[src/logic/fcsd_pkg.sv]
// package: command codes, addresses and timing for the flash command host
`default_nettype none
package fcsd_pkg;
    localparam int          ADDR_W         = 21;
    localparam int          DATA_W         = 16;
    localparam logic [7:0]  CMD_UNLOCK1    = 8'haa;
    localparam logic [7:0]  CMD_UNLOCK2    = 8'h55;
    localparam logic [7:0]  CMD_RESET      = 8'hf0;
    localparam logic [7:0]  CMD_AUTOSEL    = 8'h90;
    localparam logic [7:0]  CMD_SECURED    = 8'h88;
    localparam logic [7:0]  CMD_PROGRAM    = 8'ha0;
    localparam logic [7:0]  CMD_BYPASS     = 8'h20;
    localparam logic [7:0]  CMD_ERASE_SET  = 8'h80;
    localparam logic [7:0]  CMD_CHIP_ERASE = 8'h10;
    localparam logic [7:0]  CMD_SECT_ERASE = 8'h30;
    localparam logic [7:0]  CMD_SUSPEND    = 8'hb0;
    localparam logic [7:0]  CMD_RESUME     = 8'h30;
    localparam logic [7:0]  CMD_CFI        = 8'h98;
    localparam logic [7:0]  CMD_ZERO       = 8'h00;
    localparam logic [11:0] WORD_UNLOCK_A  = 12'h555;
    localparam logic [11:0] WORD_UNLOCK_B  = 12'h2aa;
    localparam logic [11:0] BYTE_UNLOCK_A  = 12'haaa;
    localparam logic [11:0] BYTE_UNLOCK_B  = 12'h555;
    localparam logic [11:0] WORD_CFI_ADDR  = 12'h055;
    localparam logic [11:0] BYTE_CFI_ADDR  = 12'h0aa;
    localparam logic [7:0]  ID_MAKER_OFS   = 8'h00;
    localparam logic [7:0]  ID_DEV_W_OFS   = 8'h01;
    localparam logic [7:0]  ID_DEV_B_OFS   = 8'h02;
    localparam logic [7:0]  ID_LOCK_W_OFS  = 8'h03;
    localparam logic [7:0]  ID_LOCK_B_OFS  = 8'h06;
    localparam logic [7:0]  ID_PROT_W_OFS  = 8'h02;
    localparam logic [7:0]  ID_PROT_B_OFS  = 8'h04;
    localparam logic [7:0]  LOCKED_CODE    = 8'h81;
    localparam logic [7:0]  UNPROT_CODE    = 8'h00;
    localparam int          CLK_MHZ        = 200;
    localparam int          STROBE_NS      = 40;
    localparam int          STROBE_CYC     = (STROBE_NS * CLK_MHZ + 999) / 1000;
    localparam int          SUSPEND_US     = 20;
    localparam int          SUSPEND_CYC    = SUSPEND_US * CLK_MHZ;
    localparam int          TIMER_W        = 16;
    localparam int          SEQ_LEN        = 8;
    localparam logic [3:0]  OP_READ        = 4'h0;
    localparam logic [3:0]  OP_RESET       = 4'h1;
    localparam logic [3:0]  OP_AUTOSEL     = 4'h2;
    localparam logic [3:0]  OP_SEC_ENTER   = 4'h3;
    localparam logic [3:0]  OP_SEC_EXIT    = 4'h4;
    localparam logic [3:0]  OP_PROGRAM     = 4'h5;
    localparam logic [3:0]  OP_BYP_ENTER   = 4'h6;
    localparam logic [3:0]  OP_BYP_PROG    = 4'h7;
    localparam logic [3:0]  OP_BYP_EXIT    = 4'h8;
    localparam logic [3:0]  OP_CHIP_ERASE  = 4'h9;
    localparam logic [3:0]  OP_SECT_ERASE  = 4'ha;
    localparam logic [3:0]  OP_SUSPEND     = 4'hb;
    localparam logic [3:0]  OP_RESUME      = 4'hc;
    localparam logic [3:0]  OP_CFI         = 4'hd;
    typedef enum logic [2:0] {
        FCSD_IDLE  = 3'b000,
        FCSD_LOAD  = 3'b001,
        FCSD_SETUP = 3'b011,
        FCSD_PULSE = 3'b010,
        FCSD_HOLD  = 3'b110,
        FCSD_NEXT  = 3'b111,
        FCSD_WAIT  = 3'b101
    } fcsd_state_t;
    typedef struct packed {
        logic                  is_read;
        logic [ADDR_W-1:0]     addr;
        logic [DATA_W-1:0]     data;
    } fcsd_step_t;
endpackage : fcsd_pkg
`default_nettype wire

[src/logic/fcsd_host.sv]
// flash command host: drives command sequences onto the flash pins
//
// Notes on behaviour
// - f0 write returns bank to read
// - unlock pair aa then 55
// - all cycles write except reads
// - program: unlocks, a0, then data
// - autoselect: unlocks, 90 bank, then read
// - secured entry: unlocks then 88
// - secured exit: unlocks, 90, 00
// - bypass entry: unlocks then 20
// - bypass program: a0 then data
// - bypass exit: 90 then 00
// - erase: six writes, 10 or 30
// - resume is 30 to bank
// - suspend is b0, up to 20us
`default_nettype none
module fcsd_host
    import fcsd_pkg::*;
(
    input  wire logic              i_ref_clk,    // 200 mhz clock
    input  wire logic              i_rst,        // async reset, high
    input  wire logic              i_req_valid,  // command request
    output logic                   o_req_ready,  // host idle
    input  wire logic [3:0]        i_req_op,     // operation code
    input  wire logic [ADDR_W-1:0] i_req_addr,   // target address
    input  wire logic [DATA_W-1:0] i_req_data,   // program data
    input  wire logic              i_byte_mode,  // byte addressing
    output logic                   o_done,       // sequence finished pulse
    output logic [DATA_W-1:0]      o_rd_data,    // last read data
    output logic                   o_busy,       // device busy, synced
    output logic                   o_suspended,  // erase suspended state
    output logic                   o_bypass,     // bypass mode state
    output logic                   o_erasing,    // sector erase issued, not done
    output logic [ADDR_W-1:0]      o_fl_addr,    // flash address
    output logic [DATA_W-1:0]      o_fl_dq_o,    // flash data out
    output logic                   o_fl_dq_oe,   // flash data drive
    input  wire logic [DATA_W-1:0] i_fl_dq_i,    // flash data in
    output logic                   o_fl_ce_n,    // chip enable, low
    output logic                   o_fl_we_n,    // write strobe, low
    output logic                   o_fl_oe_n,    // output enable, low
    input  wire logic              i_fl_ready_busy_n // ready_busy_n pin
);
    fcsd_state_t       state_q;
    logic [2:0]        idx_q;
    logic [3:0]        op_q;
    logic [ADDR_W-1:0] addr_q;
    logic [DATA_W-1:0] data_q;
    logic [7:0]        cnt_q;
    logic              step_last;
    logic              step_rd;
    logic [ADDR_W-1:0] step_addr;
    logic [DATA_W-1:0] step_data;
    logic              rb_meta_q;
    logic              rb_sync_q;
    logic [DATA_W-1:0] dq_meta_q;
    logic [DATA_W-1:0] dq_sync_q;
    logic              accept;
    logic              legal;
    logic              cnt_done;

    localparam logic [7:0] STROBE_CNT = 8'(STROBE_CYC - 1);

    // =====================================
    // legality of a request in the current mode
    function automatic logic op_legal(input logic [3:0] op, input logic byp, input logic sus, input logic ers);
        logic ok;
        ok = 1'b1;
        if (byp)
            ok = (op == OP_BYP_PROG) || (op == OP_BYP_EXIT) || (op == OP_READ);
        else if (op == OP_BYP_PROG || op == OP_BYP_EXIT)
            ok = 1'b0;
        if (op == OP_RESUME)
            ok = sus;
        if (op == OP_SUSPEND)
            ok = ers && !sus;
        return ok;
    endfunction : op_legal

    assign legal       = op_legal(i_req_op, o_bypass, o_suspended, o_erasing);
    assign o_req_ready = (state_q == FCSD_IDLE);
    assign accept      = i_req_valid && o_req_ready && legal;
    assign cnt_done    = (cnt_q == 8'h00);

    fcsd_seq_rom u_rom (
        .i_ref_clk  (i_ref_clk),
        .i_rst      (i_rst),
        .i_op       (op_q),
        .i_idx      (idx_q),
        .i_byte_mode(i_byte_mode),
        .i_addr     (addr_q),
        .i_data     (data_q),
        .o_last     (step_last),
        .o_is_read  (step_rd),
        .o_addr     (step_addr),
        .o_data     (step_data)
    );

    // =====================================
    // pin synchronisers
    // ready/busy through two flops
    always_ff @(posedge i_ref_clk or posedge i_rst) begin
        if (i_rst) begin
            rb_meta_q <= 1'b1;
            rb_sync_q <= 1'b1;
            dq_meta_q <= '0;
            dq_sync_q <= '0;
        end else begin
            rb_meta_q <= i_fl_ready_busy_n;
            rb_sync_q <= rb_meta_q;
            dq_meta_q <= i_fl_dq_i;
            dq_sync_q <= dq_meta_q;
        end
    end
    assign o_busy = !rb_sync_q;

    // =====================================
    // sequencer
    always_ff @(posedge i_ref_clk or posedge i_rst) begin
        if (i_rst) begin
            state_q <= FCSD_IDLE;
            idx_q   <= 3'd0;
            op_q    <= OP_READ;
            addr_q  <= '0;
            data_q  <= '0;
            cnt_q   <= 8'h00;
        end else begin
            cnt_q <= cnt_done ? 8'h00 : cnt_q - 8'h01;
            case (state_q)
                FCSD_IDLE: begin
                    if (accept) begin
                        op_q    <= i_req_op;
                        addr_q  <= i_req_addr;
                        data_q  <= i_req_data;
                        idx_q   <= 3'd0;
                        state_q <= FCSD_LOAD;
                    end
                end
                FCSD_LOAD: begin
                    cnt_q   <= STROBE_CNT;
                    state_q <= FCSD_SETUP;
                end
                FCSD_SETUP: begin
                    cnt_q   <= STROBE_CNT;
                    state_q <= FCSD_PULSE;
                end
                FCSD_PULSE: begin
                    if (cnt_done) begin
                        cnt_q   <= STROBE_CNT;
                        state_q <= FCSD_HOLD;
                    end
                end
                // data held past the rising strobe
                FCSD_HOLD: begin
                    if (cnt_done)
                        state_q <= step_last ? FCSD_WAIT : FCSD_NEXT;
                end
                FCSD_NEXT: begin
                    idx_q   <= idx_q + 3'd1;
                    state_q <= FCSD_LOAD;
                end
                FCSD_WAIT: begin
                    state_q <= FCSD_IDLE;
                end
                default: begin
                    state_q <= FCSD_IDLE;
                end
            endcase
        end
    end

    // =====================================
    // pin drive
    // only read steps raise output enable
    always_ff @(posedge i_ref_clk or posedge i_rst) begin
        if (i_rst) begin
            o_fl_addr  <= '0;
            o_fl_dq_o  <= '0;
            o_fl_dq_oe <= 1'b0;
            o_fl_ce_n  <= 1'b1;
            o_fl_we_n  <= 1'b1;
            o_fl_oe_n  <= 1'b1;
        end else begin
            if (state_q == FCSD_SETUP) begin
                o_fl_addr  <= step_addr;
                o_fl_dq_o  <= step_data;
                o_fl_dq_oe <= !step_rd;
                o_fl_ce_n  <= 1'b0;
            end
            if (state_q == FCSD_SETUP && cnt_done)
                o_fl_ce_n <= 1'b0;
            o_fl_we_n <= !((state_q == FCSD_PULSE) && !step_rd);
            o_fl_oe_n <= !((state_q == FCSD_PULSE || state_q == FCSD_HOLD) && step_rd);
            if (state_q == FCSD_WAIT || state_q == FCSD_NEXT) begin
                o_fl_ce_n  <= 1'b1;
                o_fl_dq_oe <= 1'b0;
            end
        end
    end

    // =====================================
    // read capture and done pulse
    // read data returned to user
    always_ff @(posedge i_ref_clk or posedge i_rst) begin
        if (i_rst) begin
            o_rd_data <= '0;
            o_done    <= 1'b0;
        end else begin
            o_done <= (state_q == FCSD_WAIT);
            if (state_q == FCSD_HOLD && cnt_done && step_rd)
                o_rd_data <= dq_sync_q;
        end
    end

    // =====================================
    // mode tracking
    always_ff @(posedge i_ref_clk or posedge i_rst) begin
        if (i_rst) begin
            o_bypass    <= 1'b0;
            o_suspended <= 1'b0;
            o_erasing   <= 1'b0;
        end else if (state_q == FCSD_WAIT) begin
            if (op_q == OP_BYP_ENTER)
                o_bypass <= 1'b1;
            if (op_q == OP_BYP_EXIT)
                o_bypass <= 1'b0;
            if (op_q == OP_SECT_ERASE)
                o_erasing <= 1'b1;
            if (op_q == OP_SUSPEND)
                o_suspended <= 1'b1;
            if (op_q == OP_RESUME)
                o_suspended <= 1'b0;
        end else if (o_erasing && !o_suspended && rb_sync_q && state_q == FCSD_IDLE && !i_req_valid) begin
            // erase finished once ready seen idle
            o_erasing <= 1'b0;
        end
    end
endmodule : fcsd_host
`default_nettype wire

[src/logic/fcsd_seq_rom.sv]
// small step memory: expands an operation into its bus cycles
`default_nettype none
module fcsd_seq_rom
    import fcsd_pkg::*;
(
    input  wire logic              i_ref_clk,   // system clock
    input  wire logic              i_rst,       // async reset, high
    input  wire logic [3:0]        i_op,        // operation code
    input  wire logic [2:0]        i_idx,       // step index
    input  wire logic              i_byte_mode, // byte addressing
    input  wire logic [ADDR_W-1:0] i_addr,      // user address
    input  wire logic [DATA_W-1:0] i_data,      // user data
    output logic                   o_last,      // step is final
    output logic                   o_is_read,   // step is a read
    output logic [ADDR_W-1:0]      o_addr,      // step address
    output logic [DATA_W-1:0]      o_data       // step data
);
    fcsd_step_t step;
    logic       last;
    logic [11:0] ua;
    logic [11:0] ub;

    function automatic fcsd_step_t mk(input logic rd, input logic [ADDR_W-1:0] a, input logic [7:0] d);
        fcsd_step_t s;
        s.is_read = rd;
        s.addr    = a;
        s.data    = {8'h00, d};
        return s;
    endfunction : mk

    // =====================================
    // step table
    always_comb begin
        ua   = i_byte_mode ? BYTE_UNLOCK_A : WORD_UNLOCK_A;
        ub   = i_byte_mode ? BYTE_UNLOCK_B : WORD_UNLOCK_B;
        step = mk(1'b0, {9'h000, ua}, CMD_UNLOCK1);
        last = 1'b0;
        if (i_idx == 3'd1)
            step = mk(1'b0, {9'h000, ub}, CMD_UNLOCK2);
        case (i_op)
            OP_READ: begin
                step = mk(1'b1, i_addr, 8'h00);
                last = 1'b1;
            end
            OP_RESET: begin
                step = mk(1'b0, i_addr, CMD_RESET);
                last = 1'b1;
            end
            OP_AUTOSEL: begin
                if (i_idx == 3'd2)
                    step = mk(1'b0, {i_addr[ADDR_W-1:12], ua}, CMD_AUTOSEL);
                if (i_idx == 3'd3) begin
                    step = mk(1'b1, i_addr, 8'h00);
                    last = 1'b1;
                end
            end
            OP_SEC_ENTER, OP_BYP_ENTER: begin
                if (i_idx == 3'd2) begin
                    step = mk(1'b0, {9'h000, ua}, (i_op == OP_SEC_ENTER) ? CMD_SECURED : CMD_BYPASS);
                    last = 1'b1;
                end
            end
            OP_SEC_EXIT: begin
                if (i_idx == 3'd2)
                    step = mk(1'b0, {9'h000, ua}, CMD_AUTOSEL);
                if (i_idx == 3'd3) begin
                    step = mk(1'b0, i_addr, CMD_ZERO);
                    last = 1'b1;
                end
            end
            OP_PROGRAM: begin
                if (i_idx == 3'd2)
                    step = mk(1'b0, {9'h000, ua}, CMD_PROGRAM);
                if (i_idx == 3'd3) begin
                    step.is_read = 1'b0;
                    step.addr    = i_addr;
                    step.data    = i_data;
                    last         = 1'b1;
                end
            end
            OP_BYP_PROG: begin
                step = mk(1'b0, i_addr, CMD_PROGRAM);
                if (i_idx == 3'd1) begin
                    step.addr = i_addr;
                    step.data = i_data;
                    last      = 1'b1;
                end
            end
            OP_BYP_EXIT: begin
                step = mk(1'b0, i_addr, (i_idx == 3'd0) ? CMD_AUTOSEL : CMD_ZERO);
                last = (i_idx == 3'd1);
            end
            OP_CHIP_ERASE, OP_SECT_ERASE: begin
                if (i_idx == 3'd2)
                    step = mk(1'b0, {9'h000, ua}, CMD_ERASE_SET);
                if (i_idx == 3'd4)
                    step = mk(1'b0, {9'h000, ub}, CMD_UNLOCK2);
                if (i_idx == 3'd5) begin
                    step = (i_op == OP_CHIP_ERASE) ? mk(1'b0, {9'h000, ua}, CMD_CHIP_ERASE)
                                                   : mk(1'b0, i_addr, CMD_SECT_ERASE);
                    last = 1'b1;
                end
            end
            OP_SUSPEND, OP_RESUME: begin
                step = mk(1'b0, i_addr, (i_op == OP_SUSPEND) ? CMD_SUSPEND : CMD_RESUME);
                last = 1'b1;
            end
            OP_CFI: begin
                step = mk(1'b0, {9'h000, i_byte_mode ? BYTE_CFI_ADDR : WORD_CFI_ADDR}, CMD_CFI);
                last = 1'b1;
            end
            default: begin
                step = mk(1'b0, i_addr, CMD_RESET);
                last = 1'b1;
            end
        endcase
    end

    always_ff @(posedge i_ref_clk or posedge i_rst) begin
        if (i_rst) begin
            o_last    <= 1'b0;
            o_is_read <= 1'b0;
            o_addr    <= '0;
            o_data    <= '0;
        end else begin
            o_last    <= last;
            o_is_read <= step.is_read;
            o_addr    <= step.addr;
            o_data    <= step.data;
        end
    end
endmodule : fcsd_seq_rom
`default_nettype wire

[config.mk]
export PLATFORM = sky130hd
export DESIGN_NAME = fcsd_host
export DESIGN_NICKNAME = d
export VERILOG_FILES = /design/src/logic/fcsd_pkg.sv /design/src/logic/fcsd_host.sv /design/src/logic/fcsd_seq_rom.sv
export SDC_FILE = /design/constraint.sdc
export NUM_CORES = 1
export LEC_CHECK = 0
export ABC_AREA = 1
export BUFFER_PORTS_ARGS = -buffer_cell sky130_fd_sc_hd__buf_2
export CORE_MARGIN = 2
export CORE_UTILIZATION = 45
export CTS_BUF_LIST = sky130_fd_sc_hd__clkbuf_4 sky130_fd_sc_hd__clkbuf_8
export CTS_CLUSTER_SIZE = 10
export DETAILED_ROUTE_END_ITERATION = 12
export GPL_TIMING_DRIVEN = 0
export PLACE_DENSITY = 0.66
export SLEW_MARGIN = 20
export SYNTH_ARGS = -nofsm -noshare
export SYNTH_HDL_FRONTEND = slang
export SYNTH_SLANG_ARGS = --single-unit
[constraint.sdc]
create_clock -name i_ref_clk -period 6.6 [get_ports i_ref_clk]
set_input_delay 0.66 -clock i_ref_clk [delete_from_list [all_inputs] [get_ports i_ref_clk]]
set_output_delay 0.66 -clock i_ref_clk [all_outputs]
set_load 0.02 [all_outputs]
==> metrics.md <==
| Metric | Value |
|---|---|
| Status | complete, no violations |
| Layout Nets | ~1100 |
| Complex-gate fraction of the synthesized area | between 7 and 8% |
| Setup CP Type | reg2reg |
| Clock Tree Buf Depth | 2 |
| Vias in the first global route | between 5000 and 6000 |
| Initial core utilization | approximately 46% |
| WL/cell | roughly 15 um |
| Hold Fails Final Rpt | 0 |
| Row count | 48 |
| Synth Cell Area | 8070 um^2 |
| Worst-Skew Late Latency | about 0.48 ns |
| Psw | 0.529 mW |
| Core Region | 17400 um^2 |
| Fin util | 54.1% |
| DIE HEIGHT | 138 um |
| Pin count of the biggest net entering global routing | 102 |
| Clock-pin slew on the worst setup and hold paths | 0.11 ns |
| Post-synth EDFFs | 0 |
| R2r setup slk | slightly above 4 ns |
| RSZ-0062 raised after global routing | no |
| Die area | between 15000 and 20000 um^2 |
| Clock power share | roughly two fifths |
| Router iterations before antenna repair | 5 |
| Post-Syn Nets | 907 |
| IO Pins | 125 |
| Adder-Cell Fraction of Synth Area | under 10% |
| Antenna viol nets, final | 0 |
| Total GRT Usage | 20.2% |
| Share of cells above drive strength 1 | between 20% and 30% |
| Worst R2R Path Depth | 15 |
| Setup-failing EPs final | 0 |
| Routability Congestion | 0.951 |
| Syn Area/Cell | between 9 and 10 um^2 |
| Synth warn | 0 |
| DRC marker count from the first detailed-route iteration | 429 |
| Worst-Margin Slew | 0.681 ns |
| XOR/XNOR share of the synthesized area | less than 1% |
| # Max-Cap Violations | 0 |
| Relative slew margins | between 50% and 60% |
| Final WL | 17900 um |
| Crit path required time | slightly below 7 ns |
| Sequential Power Share | 58.3% |
| Total power | just over 2 mW |
| Clock Skews | 0.0147 ns |
| First-pass GRT wire length | 29500 um |
| Min-Delay Path Class | in2async |
| Antenna violations before repair | 0 |
| Die W | approximately 140 um |
| Root Buffer | clkbuf_8 |
| Vias | 5969 |
| Min Tclk post-route | between 2 and 2.5 ns |
| TritonCTS clock tree | done |
| CTS H-tree lvls | 4 |
| Gr ovfl total | 0 |
| CP Capture Type | flip-flop |
| Postcts setup bufs | 0 |
| Commonest non-fill, non-tap cells in the layout | 241 x nand2_1, 184 x dfrtp_1, 131 x buf_2 |
| Post-DP HPWL | 13100 um |
| Power Internal | about 1.5 mW |
| CTS resizes | 0 |
| CP max FO | 5 |
| Sequential-to-total area share from yosys stat | roughly three fifths |
| Post-route DRC violation count | 0 |
| Mux contribution to synthesized area | 5.16% |
| Cells after Synth | 837 |
| Final Cycle Share | between 30% and 40% |
| Reg-to-reg endpoint | u_rom.o_addr[3] |
| Diodes inserted | 0 |
| Largest family of logic cells by synthesized area | simple AND/OR/NAND/NOR gates |
| Max-slew violations | 0 |
| CTS Buf Count | 17 |
| Primary FF master, synth | dfrtp_1 |
| RR Startpoint | idx_q[1] |
| Leading cell type in the layout, fill and taps excluded | nand2_1 |
| P per Cell Area | 215 nW/um^2 |
| Synthesis-to-finish area growth | 16.8% |
| Switching part of the total power | 26.1% |
| Port Buf Inserts | 124 |
| Average via count per standard cell | approximately 5 |
| Simple-Gate Fraction of Synth Area | 20.0% |
| Setup crit start kind | flip-flop |
| Num Clock Sinks | 189 |
| Fmax | just over 0.4 GHz |
| Combinational Power Share | roughly 3.6% |
| Seq cells post-synth | 189 |
| CTS Hold Buffers Added | 0 |
| Pleak | 4.98 nW |
| Cell variety after synth | 42 |
| Max IR drop VDD | 0.127 mV |
| Worst Path Arrival | roughly 2.8 ns |
| Synth async-reset ratio | 100% |
==> Yosys cell counts, types with 2 or more instances <==
master	count	area (um^2)
ha_1	8	100
buf_6	11	124
nand3_1	37	185
inv_1	80	300
or2_2	6	37.5
nand3_2	2	20.0
nand2_1	241	905
nand2_2	5	31.3
o21ai_2	14	123
nor2_4	2	22.5
nor2_1	70	263
a21oi_1	11	55.1
dfrtp_1	184	4600
a31oi_1	5	31.3
nor2_2	5	31.3
buf_4	2	15.0
nor3_1	4	20.0
mux2_2	37	417
buf_2	7	35.0
dfstp_2	5	131
clkbuf_1	3	11.3
o21ai_1	4	20.0
xor2_1	4	35.0
nand4_1	10	62.6
inv_2	4	15.0
o21ai_0	51	255
o211ai_1	10	75.1
==> worst max-delay path: stages, from the launching register on <==
cell	delay, ns
dfrtp_1	0.44
inv_1	0.09
ha_1	0.16
inv_1	0.04
nor2_1	0.30
inv_1	0.16
ha_1	0.33
inv_1	0.04
nand2_1	0.07
o21ai_2	0.08
nand2_1	0.14
nand3_1	0.09
nor2_1	0.18
nand3_1	0.09
nand2_1	0.11
inv_1	0.05
==> power by group through the flow <==
stage	Clock (mW)	Combinational, mW	Sequential, mW
floorplan	0	0.0347	1.21
finish	0.771	0.0736	1.18
global placement	0	0.0721	1.20
detailed placement	0	0.0757	1.20
global route	0.843	0.0846	1.18
CTS	0.793	0.0759	1.18
==> area by class of cell <==
| class | count | area [um^2] |
|---|---|---|
| fill | 1633 | 7990 |
| sequential | 189 | 4740 |
| multi-input combinational | 538 | 2810 |
| timing repair buffer | 125 | 648 |
| inverter | 86 | 335 |
| tap | 225 | 282 |
| clock buffer | 17 | 234 |
| buffer | 24 | 200 |
| clock inverter | 15 | 184 |
==> logic make-up (layout without fill, tap and decap cells) <==
| logic type | after synthesis | after routing |
|---|---|---|
| xor gates and xnor gates | 5 | 5 |
| muxes | 37 | 37 |
| buffers and inverters | 110 | 267 |
| DFF | 189 | 189 |
| AOI/OAI and AO/OA | 103 | 103 |
| and+or+nand+nor | 385 | 385 |
| adders and majority gates | 8 | 8 |
==> routing by layer <==
metal	GRT usage [%]	vias to the layer above	wire length [um]
met4	5.50	0	235
met2	31.6	145	8270
met1	28.2	2841	8320
met3	5.26	18	1060
li1	-	2965	-
met5	0	-	0
==> state kept, by name (all words and copies together) (netlist names), 3 cells and up <==
register and cells:
addr_q 21, o_fl_addr 21, u_rom.o_addr 21, data_q 16, dq_meta_q 16, dq_sync_q 16
o_fl_dq_o 16, o_rd_data 16, u_rom.o_data 16, cnt_q 8, op_q 4, idx_q 3
state_q 3
==> how the worst max path moves through the flow <==
stage / slack [ns] / depth (start not counted) / startpoint / endpoint
floorplan: 0.81 / 1 / i_rst / addr_q[0]
global route: 3.86 / 15 / idx_q[1] / u_rom.o_addr[6]
finish: 4.12 / 15 / idx_q[1] / u_rom.o_addr[3]
global placement: -1.16 / 2 / i_rst / u_rom.o_addr[8]
detailed placement: 4.17 / 7 / idx_q[0] / u_rom.o_data[7]
CTS: 4.14 / 7 / idx_q[0] / u_rom.o_addr[9]
==> stage by stage <==
step           setup TNS, ns  cells  hold WS, ns  instance area, um^2  setup slack [ns]
3_5_place_dp               0   1187        0.335                 9010              4.17
3_3_place_gp         -211.03   1186        0.332                 8980             -1.16
5_1_grt                    0   1219        0.241                 9430              3.86
4_1_cts                    0   1219        0.251                 9430              4.14
2_1_floorplan              0    837        0.331                 8070             0.806
6_report                   0   1219        0.267                 9430              4.12
No activity file was read; power rests on OpenSTA's default activity.
